===== src/logic/pwp_pkg.sv =====
/*
  shared constants and carriers for the persistence, wait and pulse block.
  assumes a 100 MHz core clock and an 8-bit register port from the serial front end.
*/
package pwp_pkg;
  localparam int CLK_PERIOD_NS = 10;

  localparam logic [7:0] ADDR_PERSIST = 8'h8c;
  localparam logic [7:0] ADDR_GEN_CFG = 8'h8d;
  localparam logic [7:0] ADDR_PULSE_CFG = 8'h8e;

  localparam logic [7:0] RST_PERSIST = 8'h00;
  localparam logic [7:0] RST_GEN_CFG = 8'h80;
  localparam logic [7:0] RST_PULSE_CFG = 8'h4f;

  localparam int PROX_PERSISTENCE_FILTER_CONFIG_MSB = 7;
  localparam int PROX_PERSISTENCE_FILTER_CONFIG_LSB = 4;
  localparam int AMB_PERSISTENCE_FILTER_CONFIG_MSB = 3;
  localparam int AMB_PERSISTENCE_FILTER_CONFIG_LSB = 0;
  localparam int LONG_WAIT_BIT = 2;
  localparam int PULSE_SEL_MSB = 7;
  localparam int PULSE_SEL_LSB = 6;
  localparam int PULSE_CNT_MSB = 5;
  localparam int PULSE_CNT_LSB = 0;

  // ambient persistence: codes above this step in multiples of five
  localparam logic [3:0] AMB_LINEAR_MAX = 4'h3;
  localparam logic [2:0] AMB_STEP = 3'h5;
  localparam logic [3:0] LONG_WAIT_FACTOR = 4'hc;

  // wait increment, in tenths of microseconds (2.8 ms)
  localparam int WAIT_UNIT_US_X10 = 28000;
  localparam int WAIT_UNIT_CYCLES = WAIT_UNIT_US_X10 * 100 / CLK_PERIOD_NS;

  // shortest led pulse, 4 us; each width step doubles it
  localparam int PULSE_BASE_NS = 4000;
  localparam int PULSE_BASE_CYC_I = PULSE_BASE_NS / CLK_PERIOD_NS;
  localparam logic [11:0] PULSE_BASE_CYCLES = PULSE_BASE_CYC_I[11:0];

  typedef enum logic [1:0] {
    PWP_IDLE = 2'b00,
    PWP_LED_ON = 2'b01,
    PWP_LED_OFF = 2'b11
  } pwp_pulse_e;

  typedef struct packed {
    logic we;
    logic re;
    logic [7:0] addr;
    logic [7:0] wdata;
  } pwp_reg_req_s;

  typedef struct packed {
    logic valid;
    logic [7:0] prox_data;
    logic [7:0] prox_low_threshold;
    logic [7:0] prox_high_threshold;
  } pwp_prox_res_s;

  typedef struct packed {
    logic valid;
    logic [15:0] clear_data;
    logic [15:0] low_threshold;
    logic [15:0] high_threshold;
  } pwp_amb_res_s;
endpackage


===== src/logic/pwp_top.sv =====
/*
  persistence filters, wait down counter and proximity led pulse engine.
  assumes register requests, results and thresholds arrive from logic on clk_i,
  so none of them is resynchronised here.
*/
// What this block does
// - bits 7:4 pick the proximity filter: 0 every cycle, 1 any miss, 2..15 misses in a row.
// - bits 3:0 pick the ambient filter: 0..3 as for proximity, 4..15 need 5*(code-3) misses.
// - consecutive proximity misses are counted; the flag fires when the count equals the code.
// - a proximity result inside the window clears the proximity count.
// - consecutive clear-channel misses are counted; the flag fires at the required count.
// - a clear-channel result inside the window clears the ambient count.
// - the wait period is a down counter of (wait setting plus one) steps of 2.8 ms.
// - with the long-wait bit set the wait period is twelve times longer.
// - pulse width select gives 4, 8, 16 or 32 us led pulses.
// - the pulse count field plus one is the most pulses per proximity cycle, 1 to 64.
// - pulses are added until the maximum is reached or near saturation or a far target is seen.
// - the proximity cycle is cut short when the target is very close or very far.
// - a miss lies outside the 8-bit proximity window; events set the flag and the enabled pin.
// - a miss lies outside the 16-bit ambient window; events set the flag and the enabled pin.
`timescale 1ns/100ps
module pwp_top import pwp_pkg::*; #(
  parameter int WAIT_UNIT_CYC = WAIT_UNIT_CYCLES
) (
  input wire logic clk_i,
  input wire logic rst_n_i,
  input wire pwp_reg_req_s reg_req_i,
  output logic [7:0] reg_rdata_o,
  input wire pwp_prox_res_s prox_res_i,
  input wire pwp_amb_res_s amb_res_i,
  input wire logic prox_irq_enable_i,
  input wire logic ambient_irq_enable_i,
  input wire logic prox_irq_clear_i,
  input wire logic ambient_irq_clear_i,
  input wire logic [7:0] wait_setting_i,
  input wire logic wait_start_i,
  input wire logic prox_cycle_start_i,
  input wire logic near_sat_i,
  input wire logic far_target_i,
  output logic prox_irq_flag_o,
  output logic ambient_irq_flag_o,
  output logic int_o,
  output logic wait_busy_o,
  output logic wait_done_o,
  output logic led_pulse_o,
  output logic prox_cycle_done_o,
  output logic prox_cycle_short_o
);
  typedef struct packed {
    logic [7:0] persist;
    logic [7:0] gen_cfg;
    logic [7:0] pulse_cfg;
    logic [7:0] rdata;
    logic [5:0] prox_persist_count;
    logic [5:0] ambient_persist_count;
    logic prox_flag;
    logic amb_flag;
    logic irq;
    logic [18:0] tick_cnt;
    logic [11:0] wait_units;
    logic wait_busy;
    logic wait_done;
    pwp_pulse_e pstate;
    logic [11:0] width_cnt;
    logic [6:0] pulses;
    logic led;
    logic cyc_done;
    logic cyc_short;
  } pwp_state_s;

  pwp_state_s s_q, s_d;

  localparam logic [18:0] UNIT_LAST = 19'(WAIT_UNIT_CYC - 1);

  // consecutive-miss count that satisfies an ambient persistence code
  function automatic logic [5:0] amb_required(input logic [3:0] code);
    logic [3:0] over;
    over = code - AMB_LINEAR_MAX;
    if (code <= AMB_LINEAR_MAX) begin
      amb_required = {2'b00, code};
    end else begin
      amb_required = 6'({2'b00, over} * 6'(AMB_STEP));
    end
  endfunction

  // new miss count after one result; a hit clears it, saturate to avoid wrap re-firing
  function automatic logic [5:0] next_count(input logic miss, input logic [5:0] cnt);
    if (!miss) begin
      next_count = '0;
    end else if (&cnt) begin
      next_count = cnt;
    end else begin
      next_count = cnt + 6'h01;
    end
  endfunction

  logic prox_miss, amb_miss, prox_event, amb_event;
  logic [5:0] prox_cnt_n, amb_cnt_n;
  logic [3:0] prox_code, amb_code;
  logic [11:0] width_last;
  logic [6:0] pulse_max;

  always_comb begin
    s_d = s_q;
    prox_code = s_q.persist[PROX_PERSISTENCE_FILTER_CONFIG_MSB:PROX_PERSISTENCE_FILTER_CONFIG_LSB];
    amb_code = s_q.persist[AMB_PERSISTENCE_FILTER_CONFIG_MSB:AMB_PERSISTENCE_FILTER_CONFIG_LSB];
    width_last = (PULSE_BASE_CYCLES << s_q.pulse_cfg[PULSE_SEL_MSB:PULSE_SEL_LSB])
                 - 12'h001;
    pulse_max = {1'b0, s_q.pulse_cfg[PULSE_CNT_MSB:PULSE_CNT_LSB]} + 7'h01;

    // register port
    if (reg_req_i.we) begin
      unique case (reg_req_i.addr)
        ADDR_PERSIST: s_d.persist = reg_req_i.wdata;
        ADDR_GEN_CFG: s_d.gen_cfg = reg_req_i.wdata; // reserved bits kept as written
        ADDR_PULSE_CFG: s_d.pulse_cfg = reg_req_i.wdata;
        default: ;
      endcase
    end
    if (reg_req_i.re) begin
      unique case (reg_req_i.addr)
        ADDR_PERSIST: s_d.rdata = s_q.persist;
        ADDR_GEN_CFG: s_d.rdata = s_q.gen_cfg;
        ADDR_PULSE_CFG: s_d.rdata = s_q.pulse_cfg;
        default: s_d.rdata = '0;
      endcase
    end

    // proximity persistence
    prox_miss = (prox_res_i.prox_data < prox_res_i.prox_low_threshold) ||
                (prox_res_i.prox_data > prox_res_i.prox_high_threshold);
    prox_cnt_n = next_count(prox_miss, s_q.prox_persist_count);
    prox_event = prox_res_i.valid && ((prox_code == '0) ||
                 (prox_miss && prox_cnt_n == {2'b00, prox_code}));
    if (prox_res_i.valid) begin
      s_d.prox_persist_count = prox_cnt_n;
    end

    // ambient persistence
    amb_miss = (amb_res_i.clear_data < amb_res_i.low_threshold) ||
               (amb_res_i.clear_data > amb_res_i.high_threshold);
    amb_cnt_n = next_count(amb_miss, s_q.ambient_persist_count);
    amb_event = amb_res_i.valid &&
                ((amb_code == '0) || (amb_miss && amb_cnt_n == amb_required(amb_code)));
    if (amb_res_i.valid) begin
      s_d.ambient_persist_count = amb_cnt_n;
    end

    // flags: a new event beats a clear in the same cycle
    if (prox_irq_clear_i) begin
      s_d.prox_flag = 1'b0;
    end
    if (prox_event) begin
      s_d.prox_flag = 1'b1;
    end
    if (ambient_irq_clear_i) begin
      s_d.amb_flag = 1'b0;
    end
    if (amb_event) begin
      s_d.amb_flag = 1'b1;
    end
    s_d.irq = (s_d.prox_flag && prox_irq_enable_i) || (s_d.amb_flag && ambient_irq_enable_i);

    // wait down counter, one unit per 2.8 ms tick
    s_d.wait_done = 1'b0;
    if (wait_start_i) begin
      s_d.wait_busy = 1'b1;
      s_d.tick_cnt = UNIT_LAST;
      if (s_q.gen_cfg[LONG_WAIT_BIT]) begin
        s_d.wait_units = 12'(({4'h0, wait_setting_i} + 12'h001) * LONG_WAIT_FACTOR);
      end else begin
        s_d.wait_units = {4'h0, wait_setting_i} + 12'h001;
      end
    end else if (s_q.wait_busy) begin
      if (s_q.tick_cnt != '0) begin
        s_d.tick_cnt = s_q.tick_cnt - 19'h00001;
      end else begin
        s_d.tick_cnt = UNIT_LAST;
        s_d.wait_units = s_q.wait_units - 12'h001;
        if (s_q.wait_units == 12'h001) begin
          s_d.wait_busy = 1'b0;
          s_d.wait_done = 1'b1;
        end
      end
    end

    // led pulse engine: equal on and off times per pulse
    s_d.cyc_done = 1'b0;
    unique case (s_q.pstate)
      PWP_IDLE: begin
        if (prox_cycle_start_i) begin
          s_d.pstate = PWP_LED_ON;
          s_d.led = 1'b1;
          s_d.width_cnt = '0;
          s_d.pulses = 7'h01;
          s_d.cyc_short = 1'b0;
        end
      end
      PWP_LED_ON: begin
        if (s_q.width_cnt == width_last) begin
          s_d.pstate = PWP_LED_OFF;
          s_d.led = 1'b0;
          s_d.width_cnt = '0;
        end else begin
          s_d.width_cnt = s_q.width_cnt + 12'h001;
        end
      end
      PWP_LED_OFF: begin
        if (s_q.width_cnt != width_last) begin
          s_d.width_cnt = s_q.width_cnt + 12'h001;
        end else if (near_sat_i || far_target_i) begin
          s_d.pstate = PWP_IDLE; // close or weak target: end early
          s_d.cyc_done = 1'b1;
          s_d.cyc_short = s_q.pulses != pulse_max;
        end else if (s_q.pulses == pulse_max) begin
          s_d.pstate = PWP_IDLE;
          s_d.cyc_done = 1'b1;
        end else begin
          s_d.pstate = PWP_LED_ON;
          s_d.led = 1'b1;
          s_d.width_cnt = '0;
          s_d.pulses = s_q.pulses + 7'h01;
        end
      end
      default: begin
        s_d.pstate = PWP_IDLE;
        s_d.led = 1'b0;
      end
    endcase
  end

  always_ff @(posedge clk_i or negedge rst_n_i) begin
    if (!rst_n_i) begin
      s_q <= '0; // counters cleared
      s_q.persist <= RST_PERSIST;
      s_q.gen_cfg <= RST_GEN_CFG;
      s_q.pulse_cfg <= RST_PULSE_CFG;
      s_q.pstate <= PWP_IDLE;
    end else begin
      s_q <= s_d;
    end
  end

  assign reg_rdata_o = s_q.rdata;
  assign prox_irq_flag_o = s_q.prox_flag;
  assign ambient_irq_flag_o = s_q.amb_flag;
  assign int_o = s_q.irq;
  assign wait_busy_o = s_q.wait_busy;
  assign wait_done_o = s_q.wait_done;
  assign led_pulse_o = s_q.led;
  assign prox_cycle_done_o = s_q.cyc_done;
  assign prox_cycle_short_o = s_q.cyc_short;
endmodule


===== config.mk =====
export PLATFORM = sky130hd
export DESIGN_NAME = pwp_top
export DESIGN_NICKNAME = d
export VERILOG_FILES = /design/src/logic/pwp_pkg.sv /design/src/logic/pwp_top.sv
export SDC_FILE = /design/constraint.sdc
export NUM_CORES = 1
export LEC_CHECK = 0
export ABC_AREA = 1
export BUFFER_PORTS_ARGS = -buffer_cell sky130_fd_sc_hd__buf_2
export CORE_ASPECT_RATIO = 1.1
export CORE_UTILIZATION = 40
export DETAILED_ROUTE_END_ITERATION = 6
export GPL_ROUTABILITY_DRIVEN = 0
export SLEW_MARGIN = 20
export SYNTH_ARGS = -nofsm -noshare
export SYNTH_HDL_FRONTEND = slang
export SYNTH_SLANG_ARGS = --single-unit

===== constraint.sdc =====
create_clock -name clk_i -period 3.1 [get_ports clk_i]
set_clock_uncertainty 0.05 [all_clocks]
set_input_delay 0.155 -clock clk_i [delete_from_list [all_inputs] [get_ports clk_i]]
set_output_delay 0.155 -clock clk_i [all_outputs]
set_load 0.02 [all_outputs]

After elaboration in Yosys (flattened, before gate mapping)

Cells that the tools add are included.

Multipliers: 2
Shifts and indexed selects: 1
Muxes and demuxes: 38
Order comparisons: 5
Add/sub/neg operators: 10
Reduce and logical (&&, ||, !) cells: 30
Eq/ne operators: 21

Operator list:

| operator                | number |
|---|---|
| $mux W20                | 2 |
| $mux W12                | 3 |
| $pmux W12 S3            | 1 |
| $mux W33                | 1 |
| $mux W32                | 1 |
| $mux W6                 | 5 |
| $eq A8 B8 Y1 const B    | 3 |
| $pmux W8 S3             | 1 |
| $sub A12 B1 Y12 const B | 2 |
| $mux W22                | 1 |
| $mux W19                | 1 |
| $reduce_bool A19 Y1     | 1 |
| $sub A19 B1 Y19 const B | 1 |
| $gt A16 B16 Y1          | 1 |
| $lt A16 B16 Y1          | 1 |
| $mux W14                | 1 |
| $ne A2 B2 Y1 const B    | 7 |
| $pmux W7 S2             | 1 |
| $mux W1                 | 13 |
| $add A12 B1 Y12 const B | 1 |
| $add A6 B1 Y6 const B   | 2 |
| $eq A12 B1 Y1 const B   | 1 |
| $eq A12 B12 Y1          | 1 |
| $mul A12 B2 Y10 const B | 1 |
| 33 further kinds        | 54 |

Logic and storage cells: 126
Flip-flop bits (word level): 104
Input bits: 110

Logic depth before layout (Yosys ltp)

Depth after elaboration: 10
Depth in mapped cells: 22
Gate-level depth less buffers: 22

Least setup slack after synthesis

No wires, ideal clock.

Kind: register to register
From: register s_q (netlist bit amb_code[0])
To: register s_q (netlist bit int_o)
Period minus slack after synthesis: 2.561 ns
Arrival time: 2.446 ns
Setup time: 0.065 ns
Required time: 2.985 ns
Buffers on the path: 0
Setup slack: 0.539 ns
Stages on the path, launching flop included: 18
Cells stage by stage: dfrtp_1 -> nand2_1 -> inv_1 -> o21ai_0 -> o21ai_0 -> ha_1 -> ha_1 -> fa_1 -> o21ai_0 -> xnor2_1 -> nand3_1 -> nor2_1 -> nand2_1 -> nand2_1 -> nand2_1 -> nand2_1 -> nand2_1 -> nand2_1

RTL lines:

| element            | RTL line      | text |
|---|---|---|
| start: declaration | pwp_top.sv:71 | `pwp_state_s s_q, s_d;` |

==> metrics.md <==
| Metric | Value |
|---|---|
| Outcome | complete, no violations |
| Initial Util | 0.412 |
| Static leakage | 4.73 nW |
| Vias in the first global route | 6812 |
| DRT Wirelength | 18.4 mm |
| Final hold vios | 0 |
| Clk slew on worst S/H paths | 0.07 ns |
| Peak supply drop | 0.296 mV |
| First-pass GRT wire length | 31.6 mm |
| Crit-path max FO | 5 |
| Slowest cell on crit path | dfrtp_1 |
| CTS tree | yes |
| DP HPWL | 14.4 mm |
| GRT Total Usage | 0.192 |
| Mapped cell area | 7920 um2 |
| Layout area overhead | 15.7% |
| # fillers | 1964 |
| Hold EP | prox_irq_flag_o |
| Area after DPL | 8770 um2 |
| Fin util | 0.477 |
| Largest net degree at the start of global routing | 71 |
| CTS buffer count | 9 |
| Worst slew pin tran | 0.617 ns |
| Post CTS Setup Buffer Count | 0 |
| Most frequent cells in the layout | nand2_1, inv_1, buf_2, nor2_1, dfrtp_1 |
| CP cell instances | nand2_1, inv_1, o21ai_0, o21ai_0, ha_1, ha_1, fa_1, o21ai_0, xnor2_1, nand3_1, nor2_1, nand2_1, nand2_1, nand2_1, nand2_1, nand2_1, nand2_1 |
| Cells after Synth | 1074 |
| CP arrival | 3.07 ns |
| Slew Viols, Final | 0 |
| H-tree depth | 3 |
| Hold depth | 4 |
| DRT Pass-1 Iters | 5 |
| Cell row count | 53 |
| Fraction of layout cells with a size suffix above 1 | 0.154 |
| RSZ-0062 raised after global routing | no |
| Max-cap violations | 0 |
| Die Footprint | 20400 um2 |
| Detail Route Antenna Nets | 0 |
| Final instance area | 9170 um2 |
| Worst reg-to-reg setup slack | 0.28 ns |
| Fin Setup TNS | 0 ns |
| Worst skew pair latency | 0.36 ns |
| Vias | 7119 |
| Multi-input combinational cell area | 4510 um2 |
| HP Class | input pin to flip-flop |
| Syn_nets | 1260 |
| Chip height | 150 um |
| Buf/Inv on CP | 1 |
| IO Pins | 126 |
| Max Fclk | 354 MHz |
| Fin cells | 1455 |
| Seq cells post-synth | 104 |
| RR Endpoint | int_o |
| Fin nets | 1389 |
| Cell family with most CP delay | adder cells |
| R2R cell count | 17 |
| Antenna Cells | 0 |
| Most common cell after layout, fill and taps aside | nand2_1 |
| Final setup violation count | 0 |
| Die W | 136 um |
| CP peak stage delay | 0.43 ns |
| Relative max-transition margin | 0.589 |
| Longest Clk Path Bufs | 2 |
| Core area | 19200 um2 |
| Drc violations | 0 |
| CP Class | flip-flop to flip-flop |
| Dpl cells | 1428 |
| Synth Area per Inst | 7.38 um2 |
| Period utilization | 0.910 |
| DR iter-0 viols | 340 |
| Synth warnings | 0 |
| Hold path start | prox_irq_clear_i |
| Buffers added on ports | 125 |
| Worst Path Required | 3.35 ns |
| Root Driver | clkbuf_16 |
| Startpoint types | flip-flop |
| Ys async rst share | 1.00 |
| Synth Flop Type | dfrtp_1 |
| Clock Sinks | 104 |
| Post-synthesis sequential area ratio | 0.329 |
| Crit end category | flip-flop |
| Via/cell ratio | 4.89 |
| EDFF count, synth | 0 |
| Reg2Reg Launch Point | amb_code[0] |
| Crit path time final | 2.82 ns |
| FF/Latch Area | 2610 um2 |
| Wire per inst | 12.7 um |
| PwrDens | 425 nW/um2 |
| Most frequent CP cell | nand2_1 |
| Synth unique cells | 55 |
| Initial antenna violation count | 1 |
| GRT overflow | 0 |
[cell usage after synthesis (8+ instances only)]
cell type,instances,area [um2]
nand2_1,240,901
inv_1,166,623
nor2_1,103,387
dfrtp_1,98,2450
ha_1,75,938
o21ai_0,68,340
nand3_1,54,270
a21oi_1,42,210
xor2_1,35,307
nand4_1,23,144
nor3_1,17,85.1
o21ai_1,14,70.1
o211ai_1,12,90.1
xnor2_1,12,105
o22ai_1,11,68.8
buf_4,9,67.6
mux2_2,8,90.1
[cell families after synthesis]
logic type	count (synthesis)	share of synthesized area
compound gates	177	0.130
xor+xnor	47	0.0520
fa+ha+maj	76	0.121
buf+inv	198	0.101
flops	104	0.329
mux	8	0.0114
simple gates	464	0.255
[flip-flops by register name, summed over array words and instances (netlist names), 4 cells and up]
signal and count:
s_q 80, reg_rdata_o 8, prox_code 4, amb_code 4
[what timing repair did]
item                                   4_1_cts  5_1_grt
endpoints found under the hold margin       42        0
setup endpoints to repair                    0        1
hold buffers                                11        0
gates resized for setup                      0        1
[metal layers]
| metal | vias to the layer above | part of all wire | global-route usage |
|---|---|---|---|
| met3 | 13 | 0.044 | 0.0346 |
| met4 | 2 | 0.0079 | 0.0444 |
| li1 | 3769 | - | - |
| met1 | 3204 | 0.47 | 0.247 |
| met2 | 131 | 0.48 | 0.333 |
| met5 | - | 0.00043 | 0 |
[through the flow]
step / hold WS [ns] / power, W / setup WS (ns)
after floorplan: -0.191 / 0.00245 / 0.539
after global routing: 0.0276 / 0.00419 / 0.0102
final: 0.0112 / 0.00389 / 0.278
after detailed placement: 0.106 / 0.00277 / 0.267
after CTS: 0.00559 / 0.00393 / 0.250
after global placement: 0.107 / 0.00275 / 0.340
[where the power goes]
part	internal, W	leakage (nW)	switching [W]	total (W)
Sequential	0.00147	1.31	0.000116	0.00158
Clock	0.000580	0.140	0.000560	0.00114
Combinational	0.000442	3.28	0.000727	0.00117
Total	0.00249	4.73	0.00140	0.00389
[worst register-to-register path, cell delays in order (launching register included)]
cell and delay [ns]:
dfrtp_1 0.43, nand2_1 0.07, inv_1 0.04, o21ai_0 0.23, o21ai_0 0.14, ha_1 0.30
ha_1 0.22, fa_1 0.37, o21ai_0 0.24, xnor2_1 0.15, nand3_1 0.08, nor2_1 0.11
nand2_1 0.06, nand2_1 0.05, nand2_1 0.04, nand2_1 0.07, nand2_1 0.05, nand2_1 0.06
[worst max path at each step]
stage | from | endpoint | cells after the start | slack [ns]
6_report | amb_code[0] | int_o | 17 | 0.28
5_1_grt | amb_code[0] | int_o | 17 | 0.01
4_1_cts | amb_code[2] | int_o | 16 | 0.25
3_5_place_dp | amb_code[2] | int_o | 16 | 0.27
3_3_place_gp | amb_code[0] | int_o | 17 | 0.34
2_1_floorplan | amb_code[0] | int_o | 17 | 0.54
[final cells by class]
type,instances,area share
timing repair buffer,140,0.0852
clock inverter,6,0.00559
inverter,176,0.0726
clock buffer,10,0.0261
multi-input combinational,772,0.492
sequential,104,0.285
tap,247,0.0337
No activity file was read; power rests on OpenSTA's default activity.
